[config.mk]
export PLATFORM = sky130hd
export DESIGN_NAME = usb_port_load_detect_ctrl
export DESIGN_NICKNAME = d
export VERILOG_FILES = /design/src/core/load_detect_pkg.sv /design/src/core/interval_timer.sv /design/src/core/usb_port_load_detect_ctrl.sv
export VERILOG_INCLUDE_DIRS = /design/src /design/src/core
export SDC_FILE = /design/constraint.sdc
export NUM_CORES = 1
export LEC_CHECK = 0
export BUFFER_PORTS_ARGS = -buffer_cell sky130_fd_sc_hd__buf_2
export CAP_MARGIN = 25
export CORE_MARGIN = 2
export CORE_UTILIZATION = 30
export CTS_CLUSTER_DIAMETER = 40
export DETAILED_ROUTE_END_ITERATION = 8
export MAX_ROUTING_LAYER = met4
export PLACE_DENSITY = 0.5
export RECOVER_POWER = 25
export SYNTH_ARGS = -nofsm -noshare
export SYNTH_HDL_FRONTEND = slang
export SYNTH_SLANG_ARGS = --single-unit
[constraint.sdc]
create_clock -name aclk -period 3.99 [get_ports aclk]
set_clock_uncertainty 0.15 [all_clocks]
set_input_delay 0.399 -clock aclk [delete_from_list [all_inputs] [get_ports aclk]]
set_output_delay 0.399 -clock aclk [all_outputs]
set_load 0.01 [all_outputs]
[src/core/load_detect_defines.svh]
// named offsets, field positions, reset values and timing figures for the load-detect block
// assumes inclusion by bare name from any design file that needs them
`ifndef LOAD_DETECT_DEFINES_SVH
`define LOAD_DETECT_DEFINES_SVH

// clock and timer figures, times in their own units
`define LD_CLK_NS 4
`define LD_TICK_NS 1000000
`define LD_PW_DISCH_MS 330
`define LD_QUAL_MS 200
`define LD_REL_S 3
`define LD_PW_REL_S 15
`define LD_MS_PER_S 1000

// register byte offsets
`define LD_REG_CTRL 4'h0
`define LD_REG_STATE 4'h4
`define LD_REG_IRQ_STATUS 4'h8
`define LD_REG_IRQ_MASK 4'hc

// control register fields and reset value
`define LD_CTRL_ENABLE 0
`define LD_CTRL_RESET 32'h0000_0001

// state register fields
`define LD_ST_LOAD 0
`define LD_ST_HOT 1
`define LD_ST_PW_LO 4
`define LD_ST_PW_HI 6
`define LD_ST_MODE_LO 8
`define LD_ST_MODE_HI 14

// interrupt bits
`define LD_IRQ_W 4
`define LD_IRQ_ASSERT 0
`define LD_IRQ_RELEASE 1
`define LD_IRQ_WAKE 2
`define LD_IRQ_THERMAL 3

// axi responses
`define LD_RESP_OKAY 2'h0
`define LD_RESP_SLVERR 2'h2

`endif

[src/core/load_detect_pkg.sv]
// types shared by the load-detect block: modes, limits, power-wake states, carriers
// assumes load_detect_defines.svh supplies the numeric constants
package load_detect_pkg;

  // charging mode decoded from the mode pins, one-hot
  typedef enum logic [6:0] {
    M_DISCHARGE = 7'h01,
    M_DCP_AUTO = 7'h02,
    M_SDP1 = 7'h04,
    M_STANDARD_DOWNSTREAM_MODE_TWO = 7'h08,
    M_CDP = 7'h10,
    M_DCP_SHORT = 7'h20,
    M_DIVIDER = 7'h40
  } mode_t;

  // which current limit the analog switch applies
  typedef enum logic [1:0] {
    LIM_NONE = 2'h0,
    LIM_PW = 2'h1,
    LIM_LO = 2'h2,
    LIM_HI = 2'h3
  } limit_t;

  // kind of load detection active in the current mode
  typedef enum logic [1:0] {
    LD_NONE = 2'h0,
    LD_PW = 2'h1,
    LD_LIMITS = 2'h2,
    LD_CDP = 2'h3
  } detect_t;

  // power-wake sequence, one-hot
  typedef enum logic [2:0] {
    PW_IDLE = 3'h1,
    PW_DISCH = 3'h2,
    PW_ON = 3'h4
  } pw_state_t;

  // comparator and sensor levels, already synchronous
  typedef struct packed {
    logic above_pw_limit;
    logic below_pw_low;
    logic above_upper;
    logic below_lower;
    logic bc12_detect;
    logic thermal_hot;
  } sense_t;

  // drive to the analog power path
  typedef struct packed {
    logic switch_on;
    logic discharge;
    limit_t limit;
    logic data_connect;
  } port_drive_t;

endpackage

[src/core/interval_timer.sv]
// tick-counting interval timer: counts timer ticks while run is high
// assumes tick is a one-cycle enable from a free-running divider
`timescale 1ns/1ps
module interval_timer #(
  parameter int WIDTH = 16
) (
  // clock and reset
  input wire logic aclk,
  input wire logic aresetn,
  // control
  input wire logic tick,
  input wire logic run,
  input wire logic [WIDTH-1:0] limit,
  // result
  output logic done
);

  logic [WIDTH-1:0] count_q;

  // count saturates at the limit; dropping run restarts the interval from zero
  always_ff @(posedge aclk) begin
    if (!aresetn || !run) begin
      count_q <= '0;
    end else if (tick && count_q != limit) begin
      count_q <= count_q + 1'b1;
    end
  end

  // done held as a flop so a qualified condition cannot glitch the outputs
  always_ff @(posedge aclk) begin
    if (!aresetn || !run) begin
      done <= 1'b0;
    end else begin
      done <= (count_q == limit);
    end
  end

endmodule

[src/core/usb_port_load_detect_ctrl.sv]
// load detection and port power sequencing for a usb charging-port switch
// assumes comparator and sensor inputs are synchronous to aclk; axi4-lite register access
//
// Register access over AXI4-Lite and the register offsets are this design's own decisions.
`timescale 1ns/1ps
`include "load_detect_defines.svh"

module usb_port_load_detect_ctrl #(
  parameter int TICK_CYCLES = `LD_TICK_NS / `LD_CLK_NS,
  parameter int PW_DISCH_TICKS = `LD_PW_DISCH_MS,
  parameter int QUAL_TICKS = `LD_QUAL_MS,
  parameter int REL_TICKS = `LD_REL_S * `LD_MS_PER_S,
  parameter int PW_REL_TICKS = `LD_PW_REL_S * `LD_MS_PER_S,
  parameter int TW = 16
) (
  // clock and reset
  input wire logic aclk,
  input wire logic aresetn,
  // mode pins from the power-management controller
  input wire logic mode_pin_one,
  input wire logic mode_pin_two,
  input wire logic mode_pin_three,
  input wire logic limit_select_pin,
  // comparator and thermal levels
  input wire load_detect_pkg::sense_t sense,
  // port outputs
  output logic load_present_n,
  output load_detect_pkg::port_drive_t drive,
  output logic irq,
  // axi4-lite slave
  input wire logic [3:0] s_awaddr,
  input wire logic s_awvalid,
  output logic s_awready,
  input wire logic [31:0] s_wdata,
  input wire logic [3:0] s_wstrb,
  input wire logic s_wvalid,
  output logic s_wready,
  output logic [1:0] s_bresp,
  output logic s_bvalid,
  input wire logic s_bready,
  input wire logic [3:0] s_araddr,
  input wire logic s_arvalid,
  output logic s_arready,
  output logic [31:0] s_rdata,
  output logic [1:0] s_rresp,
  output logic s_rvalid,
  input wire logic s_rready
);

  localparam int NT = 4;

  load_detect_pkg::mode_t mode;
  load_detect_pkg::limit_t mode_limit;
  load_detect_pkg::detect_t detect;
  load_detect_pkg::pw_state_t pw_q;
  logic [31:0] ctrl_q;
  logic [`LD_IRQ_W-1:0] irq_status_q;
  logic [`LD_IRQ_W-1:0] irq_mask_q;
  logic [`LD_IRQ_W-1:0] events;
  logic lp_q;
  logic hot_q;
  logic enable;
  logic [31:0] div_q;
  logic tick;
  logic [NT-1:0] t_run;
  logic [NT-1:0] t_done;
  logic [TW-1:0] t_limit [NT];
  logic aw_have_q;
  logic w_have_q;
  logic [3:0] aw_addr_q;
  logic [31:0] w_data_q;
  logic [3:0] w_strb_q;
  logic wr_fire;
  logic rd_fire;
  logic [31:0] rd_word;
  logic rd_ok;

  assign enable = ctrl_q[`LD_CTRL_ENABLE];

  // mode decode from the four pins
  always_comb begin
    mode = load_detect_pkg::M_SDP1;
    mode_limit = limit_select_pin ? load_detect_pkg::LIM_HI : load_detect_pkg::LIM_LO;
    detect = load_detect_pkg::LD_NONE;
    unique case ({mode_pin_one, mode_pin_two, mode_pin_three})
      3'h0: begin
        mode = load_detect_pkg::M_DISCHARGE;
        mode_limit = load_detect_pkg::LIM_NONE;
      end
      3'h1: begin
        mode = load_detect_pkg::M_DCP_AUTO;
        mode_limit = load_detect_pkg::LIM_HI;
        if (limit_select_pin) begin
          detect = load_detect_pkg::LD_PW;
        end
      end
      3'h2: begin
        mode = load_detect_pkg::M_SDP1;
      end
      3'h3: begin
        mode = load_detect_pkg::M_DCP_AUTO;
        mode_limit = load_detect_pkg::LIM_HI;
        if (limit_select_pin) begin
          detect = load_detect_pkg::LD_LIMITS;
        end
      end
      3'h4: begin
        mode = load_detect_pkg::M_DCP_SHORT;
      end
      3'h5: begin
        mode = load_detect_pkg::M_DIVIDER;
      end
      3'h6: begin
        mode = load_detect_pkg::M_SDP1;
      end
      3'h7: begin
        // both codes keep the same port drive apart from limit, so no discharge between them
        mode = limit_select_pin ? load_detect_pkg::M_CDP : load_detect_pkg::M_STANDARD_DOWNSTREAM_MODE_TWO;
        detect = limit_select_pin ? load_detect_pkg::LD_CDP : load_detect_pkg::LD_NONE;
      end
    endcase
  end

  // free-running timer tick, one enable pulse per millisecond
  always_ff @(posedge aclk) begin
    if (!aresetn || div_q == TICK_CYCLES - 1) begin
      div_q <= '0;
    end else begin
      div_q <= div_q + 32'h1;
    end
  end
  assign tick = (div_q == TICK_CYCLES - 1);

  // timers: 0 wake discharge, 1 qualify, 2 release, 3 power-wake release
  assign t_limit[0] = TW'(PW_DISCH_TICKS);
  assign t_limit[1] = TW'(QUAL_TICKS);
  assign t_limit[2] = TW'(REL_TICKS);
  assign t_limit[3] = TW'(PW_REL_TICKS);
  assign t_run[0] = (pw_q == load_detect_pkg::PW_DISCH);
  assign t_run[1] = (detect == load_detect_pkg::LD_LIMITS || detect == load_detect_pkg::LD_CDP)
                    && !lp_q && sense.above_upper;
  assign t_run[2] = (detect == load_detect_pkg::LD_LIMITS || detect == load_detect_pkg::LD_CDP)
                    && lp_q && sense.below_lower;
  assign t_run[3] = (pw_q == load_detect_pkg::PW_ON) && sense.below_pw_low;

  genvar gi;
  generate
    for (gi = 0; gi < NT; gi++) begin : g_timer
      interval_timer #(
        .WIDTH(TW)
      ) u_timer (
        .aclk(aclk),
        .aresetn(aresetn),
        .tick(tick),
        .run(t_run[gi]),
        .limit(t_limit[gi]),
        .done(t_done[gi])
      );
    end
  endgenerate

  // power-wake sequence; any other mode parks it idle
  always_ff @(posedge aclk) begin
    if (!aresetn || detect != load_detect_pkg::LD_PW || !enable) begin
      pw_q <= load_detect_pkg::PW_IDLE;
    end else begin
      unique case (pw_q)
        load_detect_pkg::PW_IDLE: begin
          if (sense.above_pw_limit) begin
            pw_q <= load_detect_pkg::PW_DISCH;
          end
        end
        load_detect_pkg::PW_DISCH: begin
          if (t_done[0]) begin
            pw_q <= load_detect_pkg::PW_ON;
          end
        end
        load_detect_pkg::PW_ON: begin
          if (t_done[3]) begin
            pw_q <= load_detect_pkg::PW_IDLE;
          end
        end
        default: begin
          pw_q <= load_detect_pkg::PW_IDLE;
        end
      endcase
    end
  end

  // load-present for every detecting mode, power-wake included
  always_ff @(posedge aclk) begin
    if (!aresetn || !enable) begin
      lp_q <= 1'b0;
    end else if (detect == load_detect_pkg::LD_PW) begin
      lp_q <= (pw_q != load_detect_pkg::PW_IDLE) ||
              (pw_q == load_detect_pkg::PW_IDLE && sense.above_pw_limit);
    end else if (detect == load_detect_pkg::LD_NONE) begin
      lp_q <= 1'b0;
    end else if (detect == load_detect_pkg::LD_CDP && sense.bc12_detect) begin
      lp_q <= 1'b1;
    end else if (!lp_q && t_done[1]) begin
      lp_q <= 1'b1;
    end else if (lp_q && t_done[2]) begin
      lp_q <= 1'b0;
    end
  end
  assign load_present_n = ~lp_q;

  // thermal level registered; switch stays off while hot, retries when it clears
  always_ff @(posedge aclk) begin
    if (!aresetn) begin
      hot_q <= 1'b0;
    end else begin
      hot_q <= sense.thermal_hot;
    end
  end

  // port drive register
  always_ff @(posedge aclk) begin
    if (!aresetn) begin
      drive <= '{1'b0, 1'b0, load_detect_pkg::LIM_NONE, 1'b0};
    end else begin
      drive.switch_on <= enable && !sense.thermal_hot && mode != load_detect_pkg::M_DISCHARGE
                         && pw_q != load_detect_pkg::PW_DISCH;
      drive.discharge <= !enable || mode == load_detect_pkg::M_DISCHARGE
                         || pw_q == load_detect_pkg::PW_DISCH;
      drive.limit <= (pw_q == load_detect_pkg::PW_IDLE && detect == load_detect_pkg::LD_PW)
                     ? load_detect_pkg::LIM_PW : mode_limit;
      drive.data_connect <= (mode == load_detect_pkg::M_SDP1 || mode == load_detect_pkg::M_STANDARD_DOWNSTREAM_MODE_TWO
                             || mode == load_detect_pkg::M_CDP);
    end
  end

  // interrupt events: assert, release, wake discharge end, thermal shutdown
  assign events[`LD_IRQ_ASSERT] = !lp_q && (detect != load_detect_pkg::LD_NONE) && enable &&
    ((detect == load_detect_pkg::LD_PW) ? sense.above_pw_limit && pw_q == load_detect_pkg::PW_IDLE
      : ((detect == load_detect_pkg::LD_CDP && sense.bc12_detect) || t_done[1]));
  assign events[`LD_IRQ_RELEASE] = lp_q && (t_done[2] || t_done[3]);
  assign events[`LD_IRQ_WAKE] = (pw_q == load_detect_pkg::PW_DISCH) && t_done[0];
  assign events[`LD_IRQ_THERMAL] = sense.thermal_hot && !hot_q;

  // sticky status; an event in the clearing read's cycle survives
  always_ff @(posedge aclk) begin
    if (!aresetn) begin
      irq_status_q <= '0;
    end else if (rd_fire && s_araddr == `LD_REG_IRQ_STATUS) begin
      irq_status_q <= events;
    end else begin
      irq_status_q <= irq_status_q | events;
    end
  end
  assign irq = |(irq_status_q & irq_mask_q);

  // axi write: address and data taken in either order, response after both
  assign s_awready = !aw_have_q && !s_bvalid;
  assign s_wready = !w_have_q && !s_bvalid;
  assign wr_fire = aw_have_q && w_have_q && !s_bvalid;

  always_ff @(posedge aclk) begin
    if (!aresetn || wr_fire) begin
      aw_have_q <= 1'b0;
      aw_addr_q <= '0;
    end else if (s_awvalid && s_awready) begin
      aw_have_q <= 1'b1;
      aw_addr_q <= s_awaddr;
    end
  end

  always_ff @(posedge aclk) begin
    if (!aresetn || wr_fire) begin
      w_have_q <= 1'b0;
      w_data_q <= '0;
      w_strb_q <= '0;
    end else if (s_wvalid && s_wready) begin
      w_have_q <= 1'b1;
      w_data_q <= s_wdata;
      w_strb_q <= s_wstrb;
    end
  end

  // write response; unmapped or read-only offsets answer slverr
  always_ff @(posedge aclk) begin
    if (!aresetn) begin
      s_bvalid <= 1'b0;
      s_bresp <= `LD_RESP_OKAY;
    end else if (wr_fire) begin
      s_bvalid <= 1'b1;
      s_bresp <= (aw_addr_q == `LD_REG_CTRL || aw_addr_q == `LD_REG_IRQ_MASK)
                 ? `LD_RESP_OKAY : `LD_RESP_SLVERR;
    end else if (s_bready) begin
      s_bvalid <= 1'b0;
    end
  end

  // writable registers, byte lane zero carries every defined bit
  always_ff @(posedge aclk) begin
    if (!aresetn) begin
      ctrl_q <= `LD_CTRL_RESET;
      irq_mask_q <= '0;
    end else if (wr_fire && w_strb_q[0]) begin
      if (aw_addr_q == `LD_REG_CTRL) begin
        ctrl_q <= {31'h0, w_data_q[`LD_CTRL_ENABLE]};
      end
      if (aw_addr_q == `LD_REG_IRQ_MASK) begin
        irq_mask_q <= w_data_q[`LD_IRQ_W-1:0];
      end
    end
  end

  // read decode
  always_comb begin
    rd_word = '0;
    rd_ok = 1'b1;
    unique case (s_araddr)
      `LD_REG_CTRL: rd_word = ctrl_q;
      `LD_REG_STATE: begin
        rd_word[`LD_ST_LOAD] = lp_q;
        rd_word[`LD_ST_HOT] = hot_q;
        rd_word[`LD_ST_PW_HI:`LD_ST_PW_LO] = pw_q;
        rd_word[`LD_ST_MODE_HI:`LD_ST_MODE_LO] = mode;
      end
      `LD_REG_IRQ_STATUS: rd_word = {28'h0, irq_status_q};
      `LD_REG_IRQ_MASK: rd_word = {28'h0, irq_mask_q};
      default: rd_ok = 1'b0;
    endcase
  end

  // axi read: one outstanding, data registered
  assign s_arready = !s_rvalid;
  assign rd_fire = s_arvalid && s_arready;

  always_ff @(posedge aclk) begin
    if (!aresetn) begin
      s_rvalid <= 1'b0;
      s_rdata <= '0;
      s_rresp <= `LD_RESP_OKAY;
    end else if (rd_fire) begin
      s_rvalid <= 1'b1;
      s_rdata <= rd_word;
      s_rresp <= rd_ok ? `LD_RESP_OKAY : `LD_RESP_SLVERR;
    end else if (s_rready) begin
      s_rvalid <= 1'b0;
    end
  end

endmodule

======== Word level (Yosys, flattened, before mapping) ========
Cells that the tools add are included.
word-level totals
  register bits ........................... 150
  input port bits ......................... 61
operators by class
  $add $sub $neg .......................... 5
  eq/ne operators ......................... 37
  mux-type cells .......................... 31
  bitwise logic cells ..................... 4
  reductions and logical operators ........ 79
operators with widths
  operator               number
  $add 16x1->16 const B  4
  $pmux 7 s6             1
  $add 32x1->32 const B  1
  $eq 32x18->1 const B   1
  $logic_and 1x1->1      32
  $logic_or 1x1->1       18
  $eq 16x12->1 const B   1
  $eq 16x14->1 const B   1
  $eq 16x8->1 const B    1
  $eq 16x9->1 const B    1
  $ne 16x12->1 const B   1
  $ne 16x14->1 const B   1
  $ne 16x8->1 const B    1
  $ne 16x9->1 const B    1
  $eq 3x3->1 const B     5
  $mux 1                 14
  $logic_not 1->1        13
  $eq 4x4->1 const B     3
  $mux 3                 4
  $eq 3x2->1 const B     3
  $pmux 3 s3             1
  $logic_not 4->1        2
  $mux 2                 4
  $pmux 2 s2             2
  other kinds (29)       40

======== Longest topological paths before layout ========
Gate-level depths: netlist (run 1).
  depth in word-level cells ............... 9
  gate-level depth with buffers ........... 9
  mapped depth without buffers ............ 7

======== Hierarchy ========
Synthesis (run 1) repeated with hierarchy kept, for this count alone.
unflattened totals
  cells, all modules ...................... 903
  area, all modules ....................... 7759.9 um^2
by module, submodules not included
  module                     times used  cells an instance  area each (um^2)  sequential area each (um^2)
  interval_timer             4           119                1026.0            340.3
  usb_port_load_detect_ctrl  1           427                3656.0            1601.5

======== Worst setup path before layout (run 1) ========
OpenSTA, ideal clock, no wires.
  path kind ............................... register to register
  start point ............................. register div_q[8]
  end point ............................... register g_timer[2].u_timer.count_q[15]
  setup time .............................. 0.074 ns
  arrival ................................. 2.023 ns
  required time ........................... 3.766 ns
  path slack .............................. 1.743 ns
  cell stages (with the launch flop) ...... 7
  cell sequence ........................... dfxtp_1 -> buf_6 -> nor4b_4 -> nand4_2 -> or4_1 -> or4_1 -> a21oi_1
between the ends
  longest elaborated chain between the ends .. 2
ends and longest elaborated chain
  element                 RTL line                          RTL
  start, declared         usb_port_load_detect_ctrl.sv:63   logic [31:0] div_q;
  start signal, assigned  usb_port_load_detect_ctrl.sv:129  div_q <= div_q + 32'h1;
  $eq 32x18->1            usb_port_load_detect_ctrl.sv:132  assign tick = (div_q == TICK_CYCLES - 1);
  $logic_and 1x1->1       interval_timer.sv:24              end else if (tick && count_q != limit) begin
  end signal, assigned    interval_timer.sv:25              count_q <= count_q + 1'b1;
  end, declared           interval_timer.sv:18              logic [WIDTH-1:0] count_q;
No other way between the ends.
A chain may end at the register's enable or synchronous reset.

======== Worst setup path in the final report (run 1) ========
  start point ............................. register div_q[14]
  end point ............................... register g_timer[0].u_timer.count_q[14]
between the ends
  longest elaborated chain between the ends .. 2
ends and longest elaborated chain
  element               RTL line
  $eq 32x18->1          usb_port_load_detect_ctrl.sv:132
  $logic_and 1x1->1     interval_timer.sv:24
  end signal, assigned  interval_timer.sv:25
  end, declared         interval_timer.sv:18
No other way between the ends.

==> out/qor.yml, run 1 <==
outcome:
  status: "completed"
placed_design:
  postPlaceCellArea_um2: 7530
  place_ws_ns: 0.949
  hpwl_um: 11400
  port_buffers: 57
  gp_congestion: 0.773
setup_path:
  path_max_fanout: 29
  r2r_slack_ns: 0.93
  r2r_cells: 5
  crit_family: "simple AND/OR/NAND/NOR gates"
  cp-startpoint: "div_q[14]"
  crit_cells: 5
  worstPathRequired_ns: 4.17
  crit_buf_inv: 0
  critical-path-max-stage-delay_ns: 0.82
  cp_cell_sequence: "and4_1, nand4_1, or3_1, or4_1, a21oi_1"
  cp-end-kind: "flip-flop"
  crit_arrival_ns: 3.24
  crit_type: "flip-flop to flip-flop"
  startpoint_type: "flip-flop"
  cp-endpoint: "g_timer[0].u_timer.count_q[14]"
  reg2reg_from: "div_q[14]"
  r2r_end: "g_timer[0].u_timer.count_q[14]"
  cpMaxStageDelayCell: "or3_1"
synthesis:
  yosys_warnings: 0
  ys_ff_latch: 148
  syn_area_um2: 7050
  synth.most_common_cell: "dfxtp_1"
  synthTopCellsByArea: "dfxtp_1 42%, xnor2_1 5.8%, nor2_1 5.7%"
  synth_cell_types: 56
  yosysTopAreaCellShare: 0.420
  avgSynthCellArea_um2: 8.53
  syn_inst: 827
  yosysSeqAreaShare: 0.420
  netlist.top_cell.by_area: "dfxtp_1"
  synth_edf_count: 0
  ys.flop_type: "dfxtp_1"
  ys_async_sr_fraction: 0
  synth_common_cells: "148 x dfxtp_1, 108 x nor2_1, 52 x nand2_1"
cts:
  clk_latency_ns: 0.42
  cts_setup_buffers: 0
  cts_tree: "yes"
  cts.clk_slew.worst_paths_ns: 0.07
  cts_buffer_depth: 2
  cts_made_buffers: 17
  cts_sinks: 148
  cts_root_buf: "clkbuf_16"
  cts_htree_levels: 4
timing:
  clock.fmax_mhz: 327
  setup_viol: 0
  grt_setup_unrepaired: "false"
  layout_setup_ws_ns: 0.930
  slew_headroom: 0.282
  final-hold-violation-count: 0
  worstMarginPinSlew_ns: 1.08
  fin_crit_ns: 3.06
  post-route-period-util: 0.767
  fin_setup_tns_ns: 0
  drv_slew: 0
power:
  p_clk_frac: 0.490
  netSwitchingFraction: 0.244
  p_seq_frac: 0.472
  p_int_w: 0.00242
  vdd_ir_drop_max_v: 0.000191
  pwr-share-comb: 0.038
  p_per_area_nw_per_um2: 396
  p_leak_nw: 2.66
  p_switching_w: 0.000782
floorplanning:
  fp.dieW_um: 157
  rows: 56
  io_pins: 109
  die_h_um: 157
  coreArea_um2: 23300
  initial_utilization: 0.303
  dieArea_um2: 24800
grt:
  antenna_found_initial: 0
  grt_usage: 0.139
  grt_max_degree: 31
  grt_pass1_vias: 5312
  grt-ovfl-total: 0
  grt_pass1_wl_um: 27000
route:
  viasPerCell: 4.86
  wire_per_inst_um: 13.7
  drtIter0Drc: 388
  ant_nets: 0
  wirelength_um: 16500
  dr.pass1.iters: 4
  route.detailed.drc: 0
  vias: 5841
worst_hold_path:
  hold_start: "s_rready"
  hold_depth: 2
  hold_class: "input port to flip-flop"
layout:
  final_core_util: 0.348
  antenna_cells: 0
  fin_area_um2: 8100
  nets: 939
  drive_gt1_frac: 0.104
  area_growth_syn_to_layout_pct: 14.8
flow_run:
  drv_cap: 0
## worst register-to-register path, cell delays in order, from the launching register on
cell     delay, ns
dfxtp_1       0.42
and4_1        0.41
nand4_1       0.44
or3_1         0.82
or4_1         0.59
a21oi_1       0.14
## cell usage in the layout, fill, tap and decap left out, drive strengths merged, types with 15 or more instances in the layout
cell	Yosys	layout
nor4	39	39
o21ai	27	27
and3	18	18
buf	27	43
clkbuf	34	39
nand3	33	33
dfxtp	148	148
nand4	33	33
and4	15	15
or3	24	24
nand2	52	52
inv	27	33
a21oi	42	42
xnor2	47	47
nor2	108	108
mux2i	21	21
conb	1	20
## sequential cells by signal, summed over array words and instances, names as in the netlist, 5 cells and up
name and cells:
div_q 32, drive 5, g_timer.u_timer.count_q 64, s_rdata 14
## per-stage QoR
| step | instances | total power [W] | hold WS (ns) |
|---|---|---|---|
| finish | 1201 | 0.00320 | 0.0233 |
| global route | 1201 | 0.00333 | 0.00361 |
| CTS | 1200 | 0.00325 | 0.00353 |
| detailed placement | 1167 | 0.00167 | 0.287 |
| global placement | 1167 | 0.00167 | 0.278 |
| floorplan | 846 | 0.00164 | 0.268 |
## how the worst min path moves through the flow
stage | end | slack, ns
after CTS | s_rvalid | 0.004
after global placement | div_q[0] | 0.28
after floorplan | div_q[0] | 0.27
after detailed placement | irq_status_q[3] | 0.29
final | s_rvalid | 0.02
after global routing | s_rvalid | 0.004
## layout make-up
| class | instances | area (um^2) |
|---|---|---|
| multi-input combinational | 610 | 3740 |
| clock buffer | 18 | 429 |
| tap | 319 | 399 |
| fill | 2463 | 15200 |
| sequential | 148 | 2960 |
| inverter | 27 | 101 |
| clock inverter | 14 | 146 |
| timing repair buffer | 65 | 320 |
## power groups by stage
stage          combinational [W]  clock (W)  sequential (W)
4_1_cts                 0.000124    0.00161         0.00151
2_1_floorplan          0.0000914          0         0.00154
3_3_place_gp            0.000122          0         0.00154
5_1_grt                 0.000138    0.00168         0.00151
6_report                0.000122    0.00157         0.00151
3_5_place_dp            0.000123          0         0.00154
## timing repair
action                                 4_1_cts  5_1_grt
resized for setup                            0        0
hold buffers                                 1        0
endpoints found under the hold margin        1        0
## logic make-up after synthesis
kind of cell,count (synthesis),share of synthesized area
simple gates,399,0.312
xor+xnor,58,0.0720
other cells,1,0.000532
flops,148,0.420
mux,23,0.0346
buf+inv,88,0.0598
fa+ha+maj,9,0.0160
compound gates,101,0.0852
## metal layers
layer / global-route usage / part of all wire / up-vias / routed length (um)
li1: - / - / 3005 / -
met1: 0.189 / 0.52 / 2710 / 8490
met4: 0.0381 / 0.0063 / 0 / 103
met3: 0.0273 / 0.041 / 6 / 681
met2: 0.211 / 0.44 / 120 / 7180
met5: - / 0 / - / 0
Power figures use the tool's default switching activity.
==> run 2, diff against run 1 <==
Settings changed: PLACE_DENSITY 0.5 to 0.51.
Clock period 3.99 ns to 2.5 ns, I/O delays scaled along.
==> run 2 against run 1 <==
Effect of this change: utilization increased by 2.9 points; final area increased by 8.3%; sequential share of layout area decreased by 2.8 points; hold slack got worse by 0.0025 ns; cell count increased by 6.2%; first-iteration DRC count increased by 3.4%; clock-buffer cell count decreased by 1; die area unchanged; register-to-register slack got worse by 0.82 ns; global-route usage increased by 0.66 points; flip-flop and latch count unchanged; routed wire length increased by 4.1%; largest power group unchanged; highest routed layer unchanged.
==> out/qor.yml, run 2 (synthesized netlist as in run 1, its figures left out) <==
outcome:
  status: "completed"
cts:
  clk_latency_ns: 0.42  # about the same
  cts_made_buffers: 17  # unchanged
  cts_root_buf: "clkbuf_16"
  cts_htree_levels: 4  # unchanged
  cts_tree: "yes"
  cts_sinks: 148  # unchanged
  cts_buffer_depth: 2  # unchanged
  cts.clk_slew.worst_paths_ns: 0.06  # about the same
grt:
  use_met2: 0.219  # +0.00707
  use_met3: 0.0273  # unchanged
  grt.busiest_layer: "met2"
  grt-ovfl-total: 0  # unchanged
  antenna_found_initial: 0  # unchanged
  grt_pass1_wl_um: 28400  # +5.0%
  use_met1: 0.194  # +0.00490
  grt_usage: 0.146  # +0.00658
  grt_pass1_vias: 5780  # +8.8%
  grt_max_degree: 30  # -3.2%
layout:
  final_common_cell: "dfxtp_1"
  drive_gt1_frac: 0.157  # +0.0526
  nets: 1013  # +7.9%
  area_growth_syn_to_layout_pct: 24.3
  fin_area_um2: 8770  # +8.3%
  largest-register: "g_timer.u_timer.count_q"
  most-common-layout-cells: "148 x dfxtp_1, 108 x nor2_1, 62 x buf_4, 52 x nand2_1, 47 x xnor2_1"
  antenna_cells: 0  # unchanged
  top_regs: "g_timer.u_timer.count_q (64), div_q (32), s_rdata (14)"
  largest_reg_flops: 64  # unchanged
  nFillCells: 2412  # -2.1%
floorplanning:
  fp.dieW_um: 157  # unchanged
  io_pins: 109  # unchanged
  dieArea_um2: 24800  # unchanged
  initial_utilization: 0.303  # unchanged
  rows: 56  # unchanged
  die_h_um: 157  # unchanged
  coreArea_um2: 23300  # unchanged
route:
  dr.pass1.iters: 5  # +1
  ant_nets: 0  # unchanged
  drtIter0Drc: 401  # +3.4%
  wirelength_um: 17100  # +4.1%
  wire_per_inst_um: 13.4  # -2.0%
  vias: 6113  # +4.7%
  viasPerCell: 4.79  # -1.4%
  route.detailed.drc: 0  # unchanged
timing:
  drv_slew: 0  # unchanged
  setup_viol: 0  # unchanged
  slew_headroom: 0.597  # +0.314
  final-hold-violation-count: 0  # unchanged
  layout_setup_ws_ns: 0.105  # -0.825 ns
  fin_crit_ns: 2.39  # -0.665 ns
  clock.fmax_mhz: 418  # +28%
  worstMarginPinSlew_ns: 0.604  # -0.473 ns
  post-route-period-util: 0.958  # +0.191
  grt_setup_unrepaired: "false"
  fin_setup_tns_ns: 0  # unchanged
power:
  p_per_area_nw_per_um2: 607  # +54%
  p_leak_nw: 3.03  # +14%
  vdd_ir_drop_max_v: 0.000339  # +78%
worst_hold_path:
  hold_class: "input port to flip-flop"
setup_path:
  crit_type: "flip-flop to flip-flop"
  path_max_fanout: 29  # unchanged
  crit_arrival_ns: 2.59  # -0.65 ns
  startpoint_type: "flip-flop"
  cp-end-kind: "flip-flop"
  worstPathRequired_ns: 2.69  # -1.48 ns
placed_design:
  place_ws_ns: 0.00109  # -0.948 ns
  postPlaceCellArea_um2: 8020  # +6.4%
  gp_congestion: 0.813  # +5.2%
  port_buffers: 57  # unchanged
  hpwl_um: 12100  # +5.5%
flow_run:
  drv_cap: 0  # unchanged
==> run 2: changes by cell type in the layout (fill, tap and decap cells not counted), moves of 2 or more <==
cell	previous run	this run
buf_12	0	2
inv_6	2	5
clkbuf_1	21	29
dlygate4sd3_1	1	15
buf_2	37	30
buf_4	6	62
inv_8	4	2
or3_4	0	2
or3_1	24	22
bufinv_16	1	3
==> run 2: final timing paths <==
kind,cells past startpoint,slack [ns],from,end
max,8,0.11,div_q[31],g_timer[0].u_timer.count_q[14]
min,3,0.02,sense[5],pw_q[1]
max reg2reg,8,0.11,div_q[31],g_timer[0].u_timer.count_q[14]
min reg2reg,1,0.30,div_q[0],div_q[0]
==> run 2: final cells by class <==
type,count,area (um^2),area share
multi-input cells,610,3760,0.429
flip-flops and latches,148,2960,0.338
repair buffers,139,926,0.106
clock buffers,17,425,0.0485
well taps,319,399,0.0455
clock inverters,15,194,0.0221
inverters,27,101,0.0116
==> run 2: layer usage <==
metal | wire [um] | up-vias | part of all wire
met1 | 8690 | 2809 | 0.51
li1 | - | 3141 | -
met3 | 837 | 23 | 0.049
met5 | 0 | - | 0
met2 | 7260 | 140 | 0.42
met4 | 342 | 0 | 0.020
==> run 2: what timing repair did <==
| action | 4_1_cts | 5_1_grt |
|---|---|---|
| hold endpoints to repair | 16 | 0 |
| hold buffers | 15 | 0 |
| gates resized for setup | 2 | 4 |
| setup buffers | 0 | 0 |
| pin swaps | 0 | 3 |
| endpoints found under the setup margin | 2 | 8 |
==> run 2: worst max-delay path: stages (launching register included) <==
cell and delay (ns):
dfxtp_1 0.32, nor4_2 0.26, buf_4 0.15, nand4_2 0.11, buf_6 0.16, or3_4 0.39
buf_12 0.17, or4_1 0.47, a21oi_1 0.13
==> run 2: where the power goes <==
group / internal, W / switching (W) / leakage [nW] / total [W]
Sequential: 0.00239 / 0.0000223 / 1.20 / 0.00241
Combinational: 0.0000897 / 0.000129 / 1.53 / 0.000219
Clock: 0.00160 / 0.00110 / 0.299 / 0.00270
==> run 2: metrics by stage <==
stage,hold WS (ns),util,total power (W),std cells
finish,0.0208,0.377,0.00533,1275
global route,0.0244,0.377,0.00553,1275
CTS,0.00691,0.378,0.00541,1275
detailed placement,0.290,0.345,0.00267,1228
global placement,0.280,0.345,0.00267,1228
floorplan,0.176,-,0.00261,846
==> run 3, diff against run 2 <==
Clock period 2.5 ns to 2.1 ns, I/O delays scaled along.
==> run 3 against run 2 <==
Effect of this change: the run now ends with negative setup slack left; die area did not move; sequential share of layout area fell by 3.9 points; total power rose by 18%; setup slack worse by 0.36 ns; combinational power is 23% higher; sequential power is 19% higher; utilization grew 5.1 points; critical path type unchanged; highest routed layer unchanged.
==> out/qor.yml, run 3 (synthesized netlist as in run 1, its figures left out) <==
timing:
  final-hold-violation-count: 0  # unchanged
  fin_crit_ns: 2.35  # -0.0422 ns
  grt_setup_unrepaired: "true"
  worstMarginPinSlew_ns: 0.670  # +0.0666 ns
  post-route-period-util: 1.12  # +0.162
  setup_viol: 72  # +72
  drv_slew: 0  # unchanged
  layout_setup_ws_ns: -0.253  # -0.358 ns
  slew_headroom: 0.552  # -0.0445
  clock.fmax_mhz: 425  # +1.8%
layout:
  nFillCells: 2314  # -4.1%
  drive_gt1_frac: 0.278  # +0.121
  largest-register: "g_timer.u_timer.count_q"
  fin_cells: 1323  # +3.8%
  top_regs: "g_timer.u_timer.count_q (64), div_q (32), s_rdata (14)"
  nets: 1061  # +4.7%
  seqCellArea_um2: 2980  # +0.51%
  largest_reg_flops: 64  # unchanged
  final_core_util: 0.428  # +0.0513
  multi_input_area_um2: 4390  # +17%
  final_common_cell: "dfxtp_1"
  antenna_cells: 0  # unchanged
  area_growth_syn_to_layout_pct: 41.3
  most-common-layout-cells: "138 x dfxtp_1, 108 x nor2_1, 90 x buf_4, 52 x nand2_1, 43 x xnor2_1"
setup_path:
  cp-end-kind: "flip-flop"
  critical-path-max-stage-delay_ns: 0.44  # -0.03 ns
  path_max_fanout: 9  # -69%
  crit_buf_inv: 3  # unchanged
  worstPathRequired_ns: 2.29  # -0.40 ns
  startpoint_type: "flip-flop"
  crit_arrival_ns: 2.55  # -0.04 ns
  crit_type: "flip-flop to flip-flop"
  cpMaxStageDelayCell: "or3_4"
  cp_cell_sequence: "nor4_4, buf_4, nand4_1, or3_4, buf_12, buf_8, or3_1, a21oi_1"
  crit_family: "simple AND/OR/NAND/NOR gates"
route:
  drtIter0Drc: 285  # -29%
  dr.pass1.iters: 4  # -1
  route.detailed.drc: 0  # unchanged
  ant_nets: 0  # unchanged
  vias: 6413  # +4.9%
  wire_per_inst_um: 14.7  # +9.3%
  wirelength_um: 19400  # +13%
  viasPerCell: 4.85  # +1.1%
cts:
  cts.clk_slew.worst_paths_ns: 0.07  # about the same
  cts_htree_levels: 4  # unchanged
  cts_root_buf: "clkbuf_16"
  clk_latency_ns: 0.43  # about the same
  cts_made_buffers: 17  # unchanged
  cts_sinks: 148  # unchanged
  cts_buffer_depth: 2  # unchanged
  cts_tree: "yes"
placed_design:
  hpwl_um: 12600  # +4.8%
  gp_congestion: 0.814  # +0.11%
  place_inst: 1249  # +1.7%
  port_buffers: 57  # unchanged
floorplanning:
  die_h_um: 157  # unchanged
  rows: 56  # unchanged
  coreArea_um2: 23300  # unchanged
  dieArea_um2: 24800  # unchanged
  fp.dieW_um: 157  # unchanged
  io_pins: 109  # unchanged
  initial_utilization: 0.303  # unchanged
grt:
  antenna_found_initial: 0  # unchanged
  grt_pass1_vias: 6004  # +3.9%
  grt_usage: 0.158  # +0.0124
  grt_pass1_wl_um: 30400  # +7.2%
  grt_max_degree: 31  # +3.3%
  grt-ovfl-total: 0  # unchanged
power:
  p_per_area_nw_per_um2: 632  # +4.0%
  p_seq_frac: 0.456  # +0.003
  pwr-share-comb: 0.043  # +0.002
  p_leak_nw: 3.67  # +21%
  netSwitchingFraction: 0.241  # +0.00682
  p_clk_frac: 0.501  # -0.005
  vdd_ir_drop_max_v: 0.000489  # +44%
  p_int_w: 0.00478  # +17%
  p_switching_w: 0.00152  # +22%
flow_run:
  drv_cap: 0  # unchanged
worst_hold_path:
  hold_class: "input port to flip-flop"
outcome:
  violations: "negative setup slack"
  status: "complete, but fails checks"
==> run 3: stage by stage <==
stage | setup slack [ns] | total power, W | area (um^2) | setup TNS, ns | hold WS (ns)
floorplan | -0.0226 | 0.00311 | 7170 | -0.0549 | 0.136
global placement | -0.222 | 0.00318 | 8220 | -8.99 | 0.254
detailed placement | -0.242 | 0.00318 | 8220 | -9.95 | 0.246
CTS | -0.207 | 0.00638 | 9330 | -6.03 | 0.0328
global route | -0.318 | 0.00653 | 9960 | -16.11 | 0.0671
finish | -0.253 | 0.00629 | 9960 | -9.28 | 0.0435
==> run 3: worst paths after layout <==
kind / start / end / slack [ns] / depth (start not counted)
max: div_q[21] / g_timer[0].u_timer.count_q[13] / -0.25 / 8
min: s_araddr[3] / s_rdata[1] / 0.04 / 5
max reg2reg: div_q[21] / g_timer[0].u_timer.count_q[13] / -0.25 / 8
min reg2reg: s_rdata[11] / s_rdata[11] / 0.30 / 2
==> run 3: per-layer routing <==
metal  share of wire  track usage  vias up
met5               0            -        -
li1                -            -     3244
met4           0.019       0.0567        0
met3           0.035       0.0253       25
met1            0.47        0.202     3018
met2            0.47        0.255      126
==> run 3: repair_timing <==
item,in CTS,in global routing
pin swaps,18,53
buffers inserted,10,14
gates cloned,2,0
setup endpoints to repair,65,92
resized for setup,41,93
hold buffers,17,0
hold endpoints to repair,18,0
==> run 3: worst reg2reg max path, cell delays in order (launching register included) <==
cell	delay (ns)
dfxtp_2	0.33
nor4_4	0.27
buf_4	0.15
nand4_1	0.16
or3_4	0.44
buf_12	0.16
buf_8	0.13
or3_1	0.34
a21oi_1	0.13
==> run 3: power groups by stage <==
stage	clock network, W	logic (W)	registers [W]
CTS	0.00324	0.000275	0.00287
detailed placement	0	0.000249	0.00294
floorplan	0	0.000174	0.00294
finish	0.00315	0.000269	0.00287
global placement	0	0.000249	0.00294
global route	0.00336	0.000300	0.00287
==> run 3: cell type report <==
class	count	share of cell area
repair buffers	187	0.150
flip-flops and latches	148	0.299
clock inverters	14	0.0167
multi-input cells	610	0.441
clock buffers	18	0.0441
inverters	27	0.0102
well taps	319	0.0401
